### config.mk
export PLATFORM = sky130hd
export DESIGN_NAME = opc_controller
export DESIGN_NICKNAME = d
export VERILOG_FILES = /design/src/opc_pkg.sv /design/src/opc_controller.sv /design/src/opc_sync3.sv
export VERILOG_INCLUDE_DIRS = /design/src
export SDC_FILE = /design/constraint.sdc
export NUM_CORES = 1
export LEC_CHECK = 0
export ABC_AREA = 1
export BUFFER_PORTS_ARGS = -buffer_cell sky130_fd_sc_hd__buf_4
export CORE_MARGIN = 4
export CORE_UTILIZATION = 59
export DETAILED_ROUTE_END_ITERATION = 7
export PLACE_DENSITY = 0.87
export SYNTH_ARGS = -nofsm -noshare
export SYNTH_HDL_FRONTEND = slang
export SYNTH_SLANG_ARGS = --single-unit
### constraint.sdc
create_clock -name sys_clk -period 6 [get_ports sys_clk]
set_input_delay 0.3 -clock sys_clk [delete_from_list [all_inputs] [get_ports sys_clk]]
set_output_delay 0.3 -clock sys_clk [all_outputs]
set_load 0.05 [all_outputs]
### src/opc_defs.svh
// timing and sizing constants of the overfill permissive controller
`ifndef OPC_DEFS_SVH
`define OPC_DEFS_SVH
`define OPC_CLK_HZ          100000000
`define OPC_OUT_RESP_MS     450
`define OPC_SYS_RESP_MS     700
`define OPC_SENSOR_RESP_MS  250
`define OPC_TWO_WIRE_CH     8
`define OPC_FIVE_WIRE_CH    12
`define OPC_MAX_CH          12
`define OPC_POLL_US         1000
`define OPC_WDOG_POLLS      4
`endif

### src/opc_pkg.sv
// types of the overfill permissive controller
package opc_pkg;
  typedef enum logic [3:0] {
    OPC_ST_IDLE   = 4'b0001,
    OPC_ST_DETECT = 4'b0010,
    OPC_ST_CHECK  = 4'b0100,
    OPC_ST_PERMIT = 4'b1000
  } opc_state_t;

  typedef enum logic [1:0] {
    OPC_MODE_NONE = 2'h0,
    OPC_MODE_TWO  = 2'h1,
    OPC_MODE_FIVE = 2'h2
  } opc_mode_t;

  typedef struct packed {
    logic red;
    logic green;
    logic bond;
    logic fault;
  } opc_lamps_t;
endpackage

### src/opc_controller.sv
// overfill permissive controller core
`timescale 1ns/100ps
`include "opc_defs.svh"
module opc_controller #(
  parameter int CH       = `OPC_MAX_CH,
  parameter int POLL_CYC = (`OPC_CLK_HZ / 1000000) * `OPC_POLL_US
) (
  // clock and reset
  input  wire logic          sys_clk,
  input  wire logic          rst_n,
  // interface sensing, from pin comparators
  input  wire logic          plug_present,
  input  wire logic          five_wire_detect,
  input  wire logic [CH-1:0] ch_dry,
  input  wire logic [CH-1:0] ch_wiring_fault,
  input  wire logic          bond_ok,
  input  wire logic          echo_ok,
  // interrogation drive
  output logic               drive_two_wire,
  output logic               drive_five_wire,
  output logic               poll_strobe,
  // gantry output
  output logic               permit_contact,
  // status lamps
  output opc_pkg::opc_lamps_t lamps,
  output logic [CH-1:0]      wet_lamp
);
  localparam int RESP_CYC = (`OPC_CLK_HZ / 1000) * `OPC_OUT_RESP_MS;
  localparam int WD_W     = $clog2(POLL_CYC * `OPC_WDOG_POLLS + 1);
  localparam int PC_W     = $clog2(POLL_CYC + 1);

  function automatic logic [CH-1:0] opc_mask(input opc_pkg::opc_mode_t m);
    logic [CH-1:0] r;
    r = '0;
    for (int i = 0; i < CH; i++) begin
      if (m == opc_pkg::OPC_MODE_TWO && i < `OPC_TWO_WIRE_CH) begin
        r[i] = 1'b1;
      end else if (m == opc_pkg::OPC_MODE_FIVE && i < `OPC_FIVE_WIRE_CH) begin
        r[i] = 1'b1;
      end
    end
    return r;
  endfunction

  ////////////////////////////////////////////////////////////////////////////
  // reset release and input synchronisers
  logic rs1_reg, rs2_reg, rst_sync_n;
  always_ff @(posedge sys_clk or negedge rst_n) begin
    if (!rst_n) begin
      rs1_reg <= 1'b0;
      rs2_reg <= 1'b0;
    end else begin
      rs1_reg <= 1'b1;
      rs2_reg <= rs1_reg;
    end
  end
  assign rst_sync_n = rs2_reg;

  localparam int SW = 2 * CH + 4;
  logic [SW-1:0] sync_out;
  logic [CH-1:0] dry_s, wfault_s;
  logic          plug_s, five_s, bond_s, echo_s;

  opc_sync3 #(.W(SW)) u_sync (
    .sys_clk (sys_clk),
    .rst_n   (rst_sync_n),
    .d_in    ({ch_dry, ch_wiring_fault, plug_present, five_wire_detect, bond_ok, echo_ok}),
    .d_out   (sync_out)
  );
  assign {dry_s, wfault_s, plug_s, five_s, bond_s, echo_s} = sync_out;

  ////////////////////////////////////////////////////////////////////////////
  // self-check poll tick and watchdog
  logic [PC_W-1:0] poll_cnt_reg, poll_cnt_next;
  logic [WD_W-1:0] wd_cnt_reg, wd_cnt_next;
  logic            poll_tick, wd_expired;

  assign poll_tick  = (poll_cnt_reg == PC_W'(POLL_CYC - 1));
  assign wd_expired = (wd_cnt_reg >= WD_W'(POLL_CYC * `OPC_WDOG_POLLS));

  // a missing echo within a few polls is a malfunction
  always_comb begin
    poll_cnt_next = poll_tick ? '0 : poll_cnt_reg + PC_W'(1);
    if (echo_s) begin
      wd_cnt_next = '0;
    end else if (!wd_expired) begin
      wd_cnt_next = wd_cnt_reg + WD_W'(1);
    end else begin
      wd_cnt_next = wd_cnt_reg;
    end
  end

  always_ff @(posedge sys_clk or negedge rst_sync_n) begin
    if (!rst_sync_n) begin
      poll_cnt_reg <= '0;
      wd_cnt_reg   <= '0;
    end else begin
      poll_cnt_reg <= poll_cnt_next;
      wd_cnt_reg   <= wd_cnt_next;
    end
  end

  ////////////////////////////////////////////////////////////////////////////
  // mode detection and permit state machine
  opc_pkg::opc_state_t state_reg, state_next;
  opc_pkg::opc_mode_t  mode_reg, mode_next;
  logic [CH-1:0]       mask;
  logic                all_dry, healthy, good;

  assign mask    = opc_mask(mode_reg);
  assign all_dry = ((dry_s & mask) == mask) && (mask != '0);
  assign healthy = ((wfault_s & mask) == '0) && !wd_expired;
  assign good    = plug_s && bond_s && all_dry && healthy;

  always_comb begin
    state_next = state_reg;
    mode_next  = mode_reg;
    case (state_reg)
      opc_pkg::OPC_ST_IDLE: begin
        mode_next = opc_pkg::OPC_MODE_NONE;
        if (plug_s) begin
          state_next = opc_pkg::OPC_ST_DETECT;
        end
      end
      opc_pkg::OPC_ST_DETECT: begin
        // mode latched once per connection so the drive stays stable
        mode_next  = five_s ? opc_pkg::OPC_MODE_FIVE : opc_pkg::OPC_MODE_TWO;
        state_next = opc_pkg::OPC_ST_CHECK;
      end
      opc_pkg::OPC_ST_CHECK: begin
        if (!plug_s) begin
          state_next = opc_pkg::OPC_ST_IDLE;
        end else if (good && poll_tick) begin
          state_next = opc_pkg::OPC_ST_PERMIT;
        end
      end
      opc_pkg::OPC_ST_PERMIT: begin
        // drop on the first bad sample, well inside the response limits
        if (!plug_s) begin
          state_next = opc_pkg::OPC_ST_IDLE;
        end else if (!good) begin
          state_next = opc_pkg::OPC_ST_CHECK;
        end
      end
      default: begin
        state_next = opc_pkg::OPC_ST_IDLE;
        mode_next  = opc_pkg::OPC_MODE_NONE;
      end
    endcase
  end

  always_ff @(posedge sys_clk or negedge rst_sync_n) begin
    if (!rst_sync_n) begin
      state_reg <= opc_pkg::OPC_ST_IDLE;
      mode_reg  <= opc_pkg::OPC_MODE_NONE;
    end else begin
      state_reg <= state_next;
      mode_reg  <= mode_next;
    end
  end

  ////////////////////////////////////////////////////////////////////////////
  // outputs, all registered
  logic                permit_reg, permit_next;
  opc_pkg::opc_lamps_t lamps_reg, lamps_next;
  logic [CH-1:0]       wet_reg, wet_next;
  logic                d2_reg, d2_next, d5_reg, d5_next, strobe_reg, strobe_next;

  // contact closes only in the permit state; unpowered relay stays open
  always_comb begin
    permit_next       = (state_next == opc_pkg::OPC_ST_PERMIT);
    lamps_next.red    = !permit_next;
    lamps_next.green  = permit_next;
    lamps_next.bond   = plug_s && bond_s;
    lamps_next.fault  = plug_s && !healthy;
    wet_next          = ~dry_s & mask;
    d2_next           = (mode_next == opc_pkg::OPC_MODE_TWO);
    d5_next           = (mode_next == opc_pkg::OPC_MODE_FIVE);
    strobe_next       = poll_tick && (mode_next != opc_pkg::OPC_MODE_NONE);
  end

  always_ff @(posedge sys_clk or negedge rst_sync_n) begin
    if (!rst_sync_n) begin
      permit_reg <= 1'b0;
      lamps_reg  <= '{red: 1'b1, green: 1'b0, bond: 1'b0, fault: 1'b0};
      wet_reg    <= '0;
      d2_reg     <= 1'b0;
      d5_reg     <= 1'b0;
      strobe_reg <= 1'b0;
    end else begin
      permit_reg <= permit_next;
      lamps_reg  <= lamps_next;
      wet_reg    <= wet_next;
      d2_reg     <= d2_next;
      d5_reg     <= d5_next;
      strobe_reg <= strobe_next;
    end
  end

  assign permit_contact  = permit_reg;
  assign lamps           = lamps_reg;
  assign wet_lamp        = wet_reg;
  assign drive_two_wire  = d2_reg;
  assign drive_five_wire = d5_reg;
  assign poll_strobe     = strobe_reg;

  ////////////////////////////////////////////////////////////////////////////
  // assertions
  int unsigned resp_cnt;
  always_ff @(posedge sys_clk or negedge rst_sync_n) begin
    if (!rst_sync_n) begin
      resp_cnt <= 0;
    end else if (permit_reg && !good) begin
      resp_cnt <= resp_cnt + 1;
    end else begin
      resp_cnt <= 0;
    end
  end

  a_lamps_exclusive: assert property (@(posedge sys_clk) disable iff (!rst_sync_n)
    lamps.red == !permit_contact) else $error("red lamp does not mirror non-permissive");
  a_green_permit: assert property (@(posedge sys_clk) disable iff (!rst_sync_n)
    lamps.green == permit_contact) else $error("green lamp does not mirror permissive");
  a_permit_needs_good: assert property (@(posedge sys_clk) disable iff (!rst_sync_n)
    $rose(permit_contact) |-> $past(good)) else $error("permit granted without good inputs");
  a_bad_drops_permit: assert property (@(posedge sys_clk) disable iff (!rst_sync_n)
    (permit_contact && !good) |-> ##1 !permit_contact) else $error("permit held after bad input");
  a_response_bound: assert property (@(posedge sys_clk) disable iff (!rst_sync_n)
    resp_cnt < RESP_CYC) else $error("response time exceeded");
  a_bond_drop: assert property (@(posedge sys_clk) disable iff (!rst_sync_n)
    (permit_contact && !bond_s) |=> !permit_contact) else $error("permit held without bond");
  a_wiring_fault: assert property (@(posedge sys_clk) disable iff (!rst_sync_n)
    ((wfault_s & mask) != '0) |=> !permit_contact) else $error("permit during wiring fault");
  a_two_wire_eight: assert property (@(posedge sys_clk) disable iff (!rst_sync_n)
    (mode_reg == opc_pkg::OPC_MODE_TWO && (dry_s[7:0] != 8'hff)) |=> !permit_contact)
    else $error("two-wire wet channel ignored");
  a_drive_mode: assert property (@(posedge sys_clk) disable iff (!rst_sync_n)
    !(drive_two_wire && drive_five_wire)) else $error("both drive modes active");
  a_watchdog_stop: assert property (@(posedge sys_clk) disable iff (!rst_sync_n)
    wd_expired |=> !permit_contact) else $error("permit with self-check lost");

  c_permit_two: cover property (@(posedge sys_clk) disable iff (!rst_sync_n)
    permit_contact && drive_two_wire);
  c_permit_five: cover property (@(posedge sys_clk) disable iff (!rst_sync_n)
    permit_contact && drive_five_wire);
  c_wet_trip: cover property (@(posedge sys_clk) disable iff (!rst_sync_n)
    permit_contact ##1 !permit_contact && (wet_lamp != '0));
endmodule // opc_controller

### src/opc_sync3.sv
// three-stage synchroniser with agreement of the last two stages
`timescale 1ns/100ps
`include "opc_defs.svh"
module opc_sync3 #(
  parameter int W = 1
) (
  // clock and reset
  input  wire logic         sys_clk,
  input  wire logic         rst_n,
  // data
  input  wire logic [W-1:0] d_in,
  output logic      [W-1:0] d_out
);
  logic [W-1:0] s1_reg, s2_reg, s3_reg, out_reg;
  logic [W-1:0] out_next;

  // a bit updates only when stages two and three agree
  always_comb begin
    out_next = out_reg;
    for (int i = 0; i < W; i++) begin
      if (s2_reg[i] == s3_reg[i]) begin
        out_next[i] = s3_reg[i];
      end
    end
  end

  always_ff @(posedge sys_clk or negedge rst_n) begin
    if (!rst_n) begin
      s1_reg  <= '0;
      s2_reg  <= '0;
      s3_reg  <= '0;
      out_reg <= '0;
    end else begin
      s1_reg  <= d_in;
      s2_reg  <= s1_reg;
      s3_reg  <= s2_reg;
      out_reg <= out_next;
    end
  end

  assign d_out = out_reg;
endmodule // opc_sync3

; ---- After elaboration in Yosys (flattened, before gate mapping)
; Cells that the tools add are included.
[totals]
wordCells = 120
reg_bits = 175
in_bits = 30
output_inout_bits = 20
[classes]
bitwise_logic = 4
n_mux = 13
reduce_logical = 15
eq_ne = 40
add_sub_neg = 2
magnitude_cmp = 1
[ops]
columns = cell, n
row1 = 2-to-1 mux 19 bit, 2
row2 = bitwise AND 12 bit, 3
row3 = == test 1 bit, 28
row4 = 2-to-1 mux 4 bit, 5
row5 = "adder 19 x 1 -> 19 bit, second input constant", 1
row6 = ">= comparator 19 bit, second input constant", 1
row7 = "adder 17 x 1 -> 17 bit, second input constant", 1
row8 = "== test 17 bit, second input constant", 1
row9 = 2-to-1 mux 17 bit, 1
row10 = case mux 4 bit (4 select lines), 1
row11 = == test 12 bit, 1
row12 = zero test 12 bit, 1
row13 = NOT 12 bit, 1
row14 = nonzero test 12 bit, 1
row15 = "== test 4 bit, second input constant", 2
row16 = logical AND 1 bit, 8
row17 = "== test 2 x 1 -> 1 bit, second input constant", 2
row18 = "== test 2 bit, second input constant", 2
row19 = "== test 4 x 1 -> 1 bit, second input constant", 1
row20 = "== test 4 x 2 -> 1 bit, second input constant", 1
row21 = "== test 4 x 3 -> 1 bit, second input constant", 1
row22 = case mux 2 bit (2 select lines), 1
row23 = zero test 1 bit, 3
row24 = 2-to-1 mux 1 bit, 2
row25 = other kinds (4), 4

; ---- Longest topological paths before layout
[logic_depth]
ltp_word = 14
ltp_mapped = 14
mapped_depth_nobuf = 13

; ---- By module
; A second synthesis with hierarchy kept.
[hier_totals]
cells_unflattened = 612
area_unflattened_um2 = 6344.8
[modules_own_cells]
columns = mod, cells_each, seq_area_each_um2, area_each_um2, n_inst
row1 = opc_sync3, 224, 2802.7, 3258.1, 1
row2 = opc_controller, 388, 1579.0, 3086.7, 1

; ---- Least setup slack after synthesis
; Ideal clock, no wire load.
[synth_timing]
path_kind = register -> register
startpoint = reg mode_reg[0]
endpoint = reg lamps_reg (netlist bit lamps[2])
arrival_ns = 1.585
setup_slack_ns = 4.344
stages_incl_launch_ff = 13
t_required_ns = 5.929
period_less_slack_ns = 1.656
setup_ns = 0.071
n_path_buf = 1
cell_sequence = dfrtp_1 > inv_1 > ha_1 > buf_6 > inv_4 > nand2_1 > nor2_1 > nand3_1 > nor2_2 > nand3_1 > o21ai_1 > nand2_1 > nor2_1
[synth_rtl]
columns = item, line
row1 = from (decl), opc_controller.sv:106  ; opc_pkg::opc_mode_t mode_reg, mode_next;
row2 = from (signal assigned), opc_controller.sv:155  ; mode_reg <= opc_pkg::OPC_MODE_NONE;
row3 = from (signal assigned), opc_controller.sv:158  ; mode_reg <= mode_next;
row4 = to (signal assigned), opc_controller.sv:185  ; lamps_reg <= '{red: 1'b1, green: 1'b0, bond: 1'b0, fault: 1'b0};
row5 = to (signal assigned), opc_controller.sv:192  ; lamps_reg <= lamps_next;
row6 = to (decl), opc_controller.sv:165  ; opc_pkg::opc_lamps_t lamps_reg, lamps_next;

; ---- Worst setup path after layout
[layout_timing]
startpoint = reg mode_reg[0]
endpoint = reg state_reg[3]
[layout_via]
elab_chain_cells = 12
elab_cells_between_ends = 19
classes_between = eq/ne (3) / mux (7) / bitwise (2) / reduce/logical (7)
[layout_rtl]
columns = item, line
row1 = == test 2 bit, opc_controller.sv:38  ; end else if (m == opc_pkg::OPC_MODE_FIVE && i < `OPC_FIVE_WIRE_CH) begin
row2 = 2-to-1 mux 1 bit, opc_controller.sv:38
row3 = 2-to-1 mux 1 bit, opc_controller.sv:36  ; if (m == opc_pkg::OPC_MODE_TWO && i < `OPC_TWO_WIRE_CH) begin
row4 = bitwise AND 12 bit, opc_controller.sv:111  ; assign all_dry = ((dry_s & mask) == mask) && (mask != '0);
row5 = == test 12 bit, opc_controller.sv:111
row6 = logical AND 1 bit, opc_controller.sv:111
row7 = logical AND 1 bit, opc_controller.sv:113  ; assign good = plug_s && bond_s && all_dry && healthy;
row8 = logical AND 1 bit (*), opc_controller.sv:113
row9 = logical AND 1 bit, opc_controller.sv:133  ; end else if (good && poll_tick) begin
row10 = 2-to-1 mux 4 bit, opc_controller.sv:133
row11 = 2-to-1 mux 4 bit, opc_controller.sv:131  ; if (!plug_s) begin
row12 = case mux 4 bit (4 select lines) (*), opc_controller.sv:118  ; case (state_reg)
row13 = via state_next[3], opc_controller.sv:105  ; opc_pkg::opc_state_t state_reg, state_next;
row14 = to (signal assigned), opc_controller.sv:154  ; state_reg <= opc_pkg::OPC_ST_IDLE;
row15 = to (signal assigned), opc_controller.sv:157  ; state_reg <= state_next;
row16 = to (decl), opc_controller.sv:105
; The timed path passes the listed nets; every way through them passes the cells marked *.
; A chain may end at the register's enable or synchronous reset.

==> flow_metrics.env <==
export IMPL_slowest_stage="ha_1"
export IMPL_cp_slowest_stage_delay_ns=0.45
export IMPL_pre_cts_slack_ns=3.759
export IMPL_antenna_left=0
export IMPL_layout_common_cells="172 x dfrtp_1, 76 x nand2_1, 63 x inv_1"
export IMPL_setup_violations_final=0
export IMPL_synth_area_um2=6307
export IMPL_routed_wl_um=13690
export IMPL_dieArea_um2=12410
export IMPL_place_gp_congestion=0.9461
export IMPL_coreArea_um2=10370
export IMPL_cts_sinks=175
export IMPL_cts_buffers_inserted=17
export IMPL_cts_root_buffer_cell="clkbuf_8"
export IMPL_hold_viol=0
export IMPL_crit_arrival_ns=2.63
export IMPL_avgRoutedWirePerCell_um=17.35
export IMPL_n_antenna_cell=0
export IMPL_crit_chain="inv_1 > ha_1 > inv_4 > nand2_1 > nor2_1 > nand3_1 > nor2_2 > nand3_1 > o21ai_1 > nand2_1 > nor2_1"
export IMPL_grt_ovfl_total=0
export IMPL_netlist_instances=547
export IMPL_critPathMaxFanout=9
export IMPL_tns_ns=0
export IMPL_cellLeakagePower_nw=3.588
export IMPL_drive_gt1_frac=0.1654
export IMPL_ir_worst_vdd_mv=0.2591
export IMPL_r2r_cells=11
export IMPL_ys_ff_latch=175
export IMPL_fmax_mhz=460.3
export IMPL_relSlewSlack=0.2937
export IMPL_yosys_warnings=0
export IMPL_rrSetupSlack_ns=3.83
export IMPL_maxCapViolCount=0
export IMPL_status="completed"
export IMPL_clock_path_buffers=2
export IMPL_grt_pass1_wl_um=22990
export IMPL_hold_class="primary input to asynchronous set/reset pin"
export IMPL_reg2reg_to="state_reg[3]"
export IMPL_drtPass1Iterations=7
export IMPL_skew_ns=0.009368
export IMPL_rows=37
export IMPL_die_w_um=111.4
export IMPL_min_period_over_period=0.3621
export IMPL_track_usage=0.2369
export IMPL_post_cts_setup_buffers=0
export IMPL_io_pins=50
export IMPL_synth_cell_types=34
export IMPL_grt_max_degree=88
export IMPL_layout_commonest_cell="dfrtp_1"
export IMPL_worstMarginPinSlew_ns=1.059
export IMPL_finalNetCount=674
export IMPL_io_buffers=49
export IMPL_rsz0062_at_grt="no"
export IMPL_holdWs_ns=0.07578
export IMPL_antenna_found_initial=0
export IMPL_die_h_um=111.4
export IMPL_power_density_nw_per_um2=339.5
export IMPL_ys_seq_area_frac=0.6947
export IMPL_num_vias=4337
export IMPL_drt_initial_drc_count=596
export IMPL_end_kind="flip-flop"
export IMPL_clkLatencyLatePin_ns=0.53
export IMPL_rr_startpoint="mode_reg[0]"
export IMPL_cts_repair_resized=0
export IMPL_syn_to_final_growth_pct=21.50
export IMPL_via_per_inst=5.497
export IMPL_cts_tree="yes"
export IMPL_synth_fp_nets=581
export IMPL_drc=0
export IMPL_initial_core_util=0.6082
export IMPL_final_util=0.7390
export IMPL_start_kind="flip-flop"
export IMPL_cp_required_ns=6.46
export IMPL_min_period_ns=2.173
export IMPL_syn_avg_cell_area_um2=11.53
export IMPL_path_clk_slew_ns=0.07
export IMPL_place_hpwl_um=7836
export IMPL_maxSlewViolCount=0
export IMPL_grt_pass1_vias=4697
export IMPL_worstSetupPathType="flip-flop to flip-flop"
export IMPL_setup_slack_ns=3.827
export IMPL_htree_num_levels=4
## metal layers
layer,track usage,part of all wire,up-vias
met5,0,0,-
met4,0.09813,0.030,0
met3,0.06087,0.057,43
met2,0.4109,0.54,212
met1,0.2834,0.37,2119
li1,-,-,1963
## layout make-up
| cell class | count | area (um^2) |
|---|---|---|
| clock buffer | 18 | 417.9 |
| clock inverter | 14 | 131.4 |
| fill | 620 | 2706 |
| inverter | 69 | 264.0 |
| multi-input combinational | 298 | 1629 |
| sequential | 175 | 4385 |
| tap | 136 | 170.2 |
| timing repair buffer | 79 | 665.6 |
## worst max path at each step
stage,startpoint,to,cells after the start
floorplan,rs2_reg,drive_five_wire,0
global placement,rs2_reg,u_sync.s1_reg[20],1
detailed placement,rs2_reg,u_sync.s1_reg[10],1
CTS,rs2_reg,u_sync.s1_reg[1],1
global route,rs2_reg,u_sync.s1_reg[1],1
finish,mode_reg[0],state_reg[3],11
## what timing repair did
action / 4_1_cts / 5_1_grt
endpoints found under the hold margin: 30 / 0
hold buffers: 29 / 0
endpoints found under the setup margin: 0 / 0
## report_power, final
| part | switching, W | internal [W] |
|---|---|---|
| Combinational | 0.000163 | 0.0000898 |
| Sequential | 0.0000609 | 0.00126 |
| Clock | 0.000472 | 0.000559 |
| Total | 0.000697 | 0.00191 |
## synth_stat cells (all sizes together)
master / number / area, um^2
o21a: 1 / 7.510
dfstp: 2 / 52.55
conb: 1 / 3.750
o21ai: 26 / 133.9
dfrtp: 173 / 4329
a21oi: 12 / 60.06
or2: 1 / 8.760
inv: 69 / 264.0
ha: 4 / 50.05
a22oi: 2 / 15.01
a31oi: 1 / 6.260
o211a: 1 / 10.01
clkbuf: 1 / 3.750
xor2: 8 / 70.07
buf: 4 / 28.78
nor4: 11 / 68.82
nand2: 80 / 310.3
nand4: 13 / 81.33
nor2: 69 / 291.5
maj3: 28 / 280.3
nand3: 27 / 145.1
nor3: 13 / 86.34
## through the flow
step / std cells / power, W / instance area, um^2
after floorplan: 547 / 0.001477 / 6307
after global placement: 728 / 0.001543 / 6824
after detailed placement: 728 / 0.001558 / 6824
after CTS: 789 / 0.002597 / 7664
after global routing: 789 / 0.002703 / 7664
final: 789 / 0.002602 / 7664
## critical path, delay by kind of cell (launching register included)
family / cells / cell delay [ns]
flops: 1 / 0.36
compound gates: 1 / 0.20
fa+ha+maj: 1 / 0.45
buf+inv: 2 / 0.22
simple gates: 7 / 0.87
## logic make-up after synthesis
kind of cell    after synthesis  share of synthesized area
compound gates               43                    0.03690
xor+xnor                      8                    0.01111
fa+ha+maj                    32                    0.05237
buf+inv                      74                    0.04701
flops                       175                     0.6947
other cells                   1                  0.0005945
simple gates                214                     0.1573
Power figures use the tool's default switching activity.
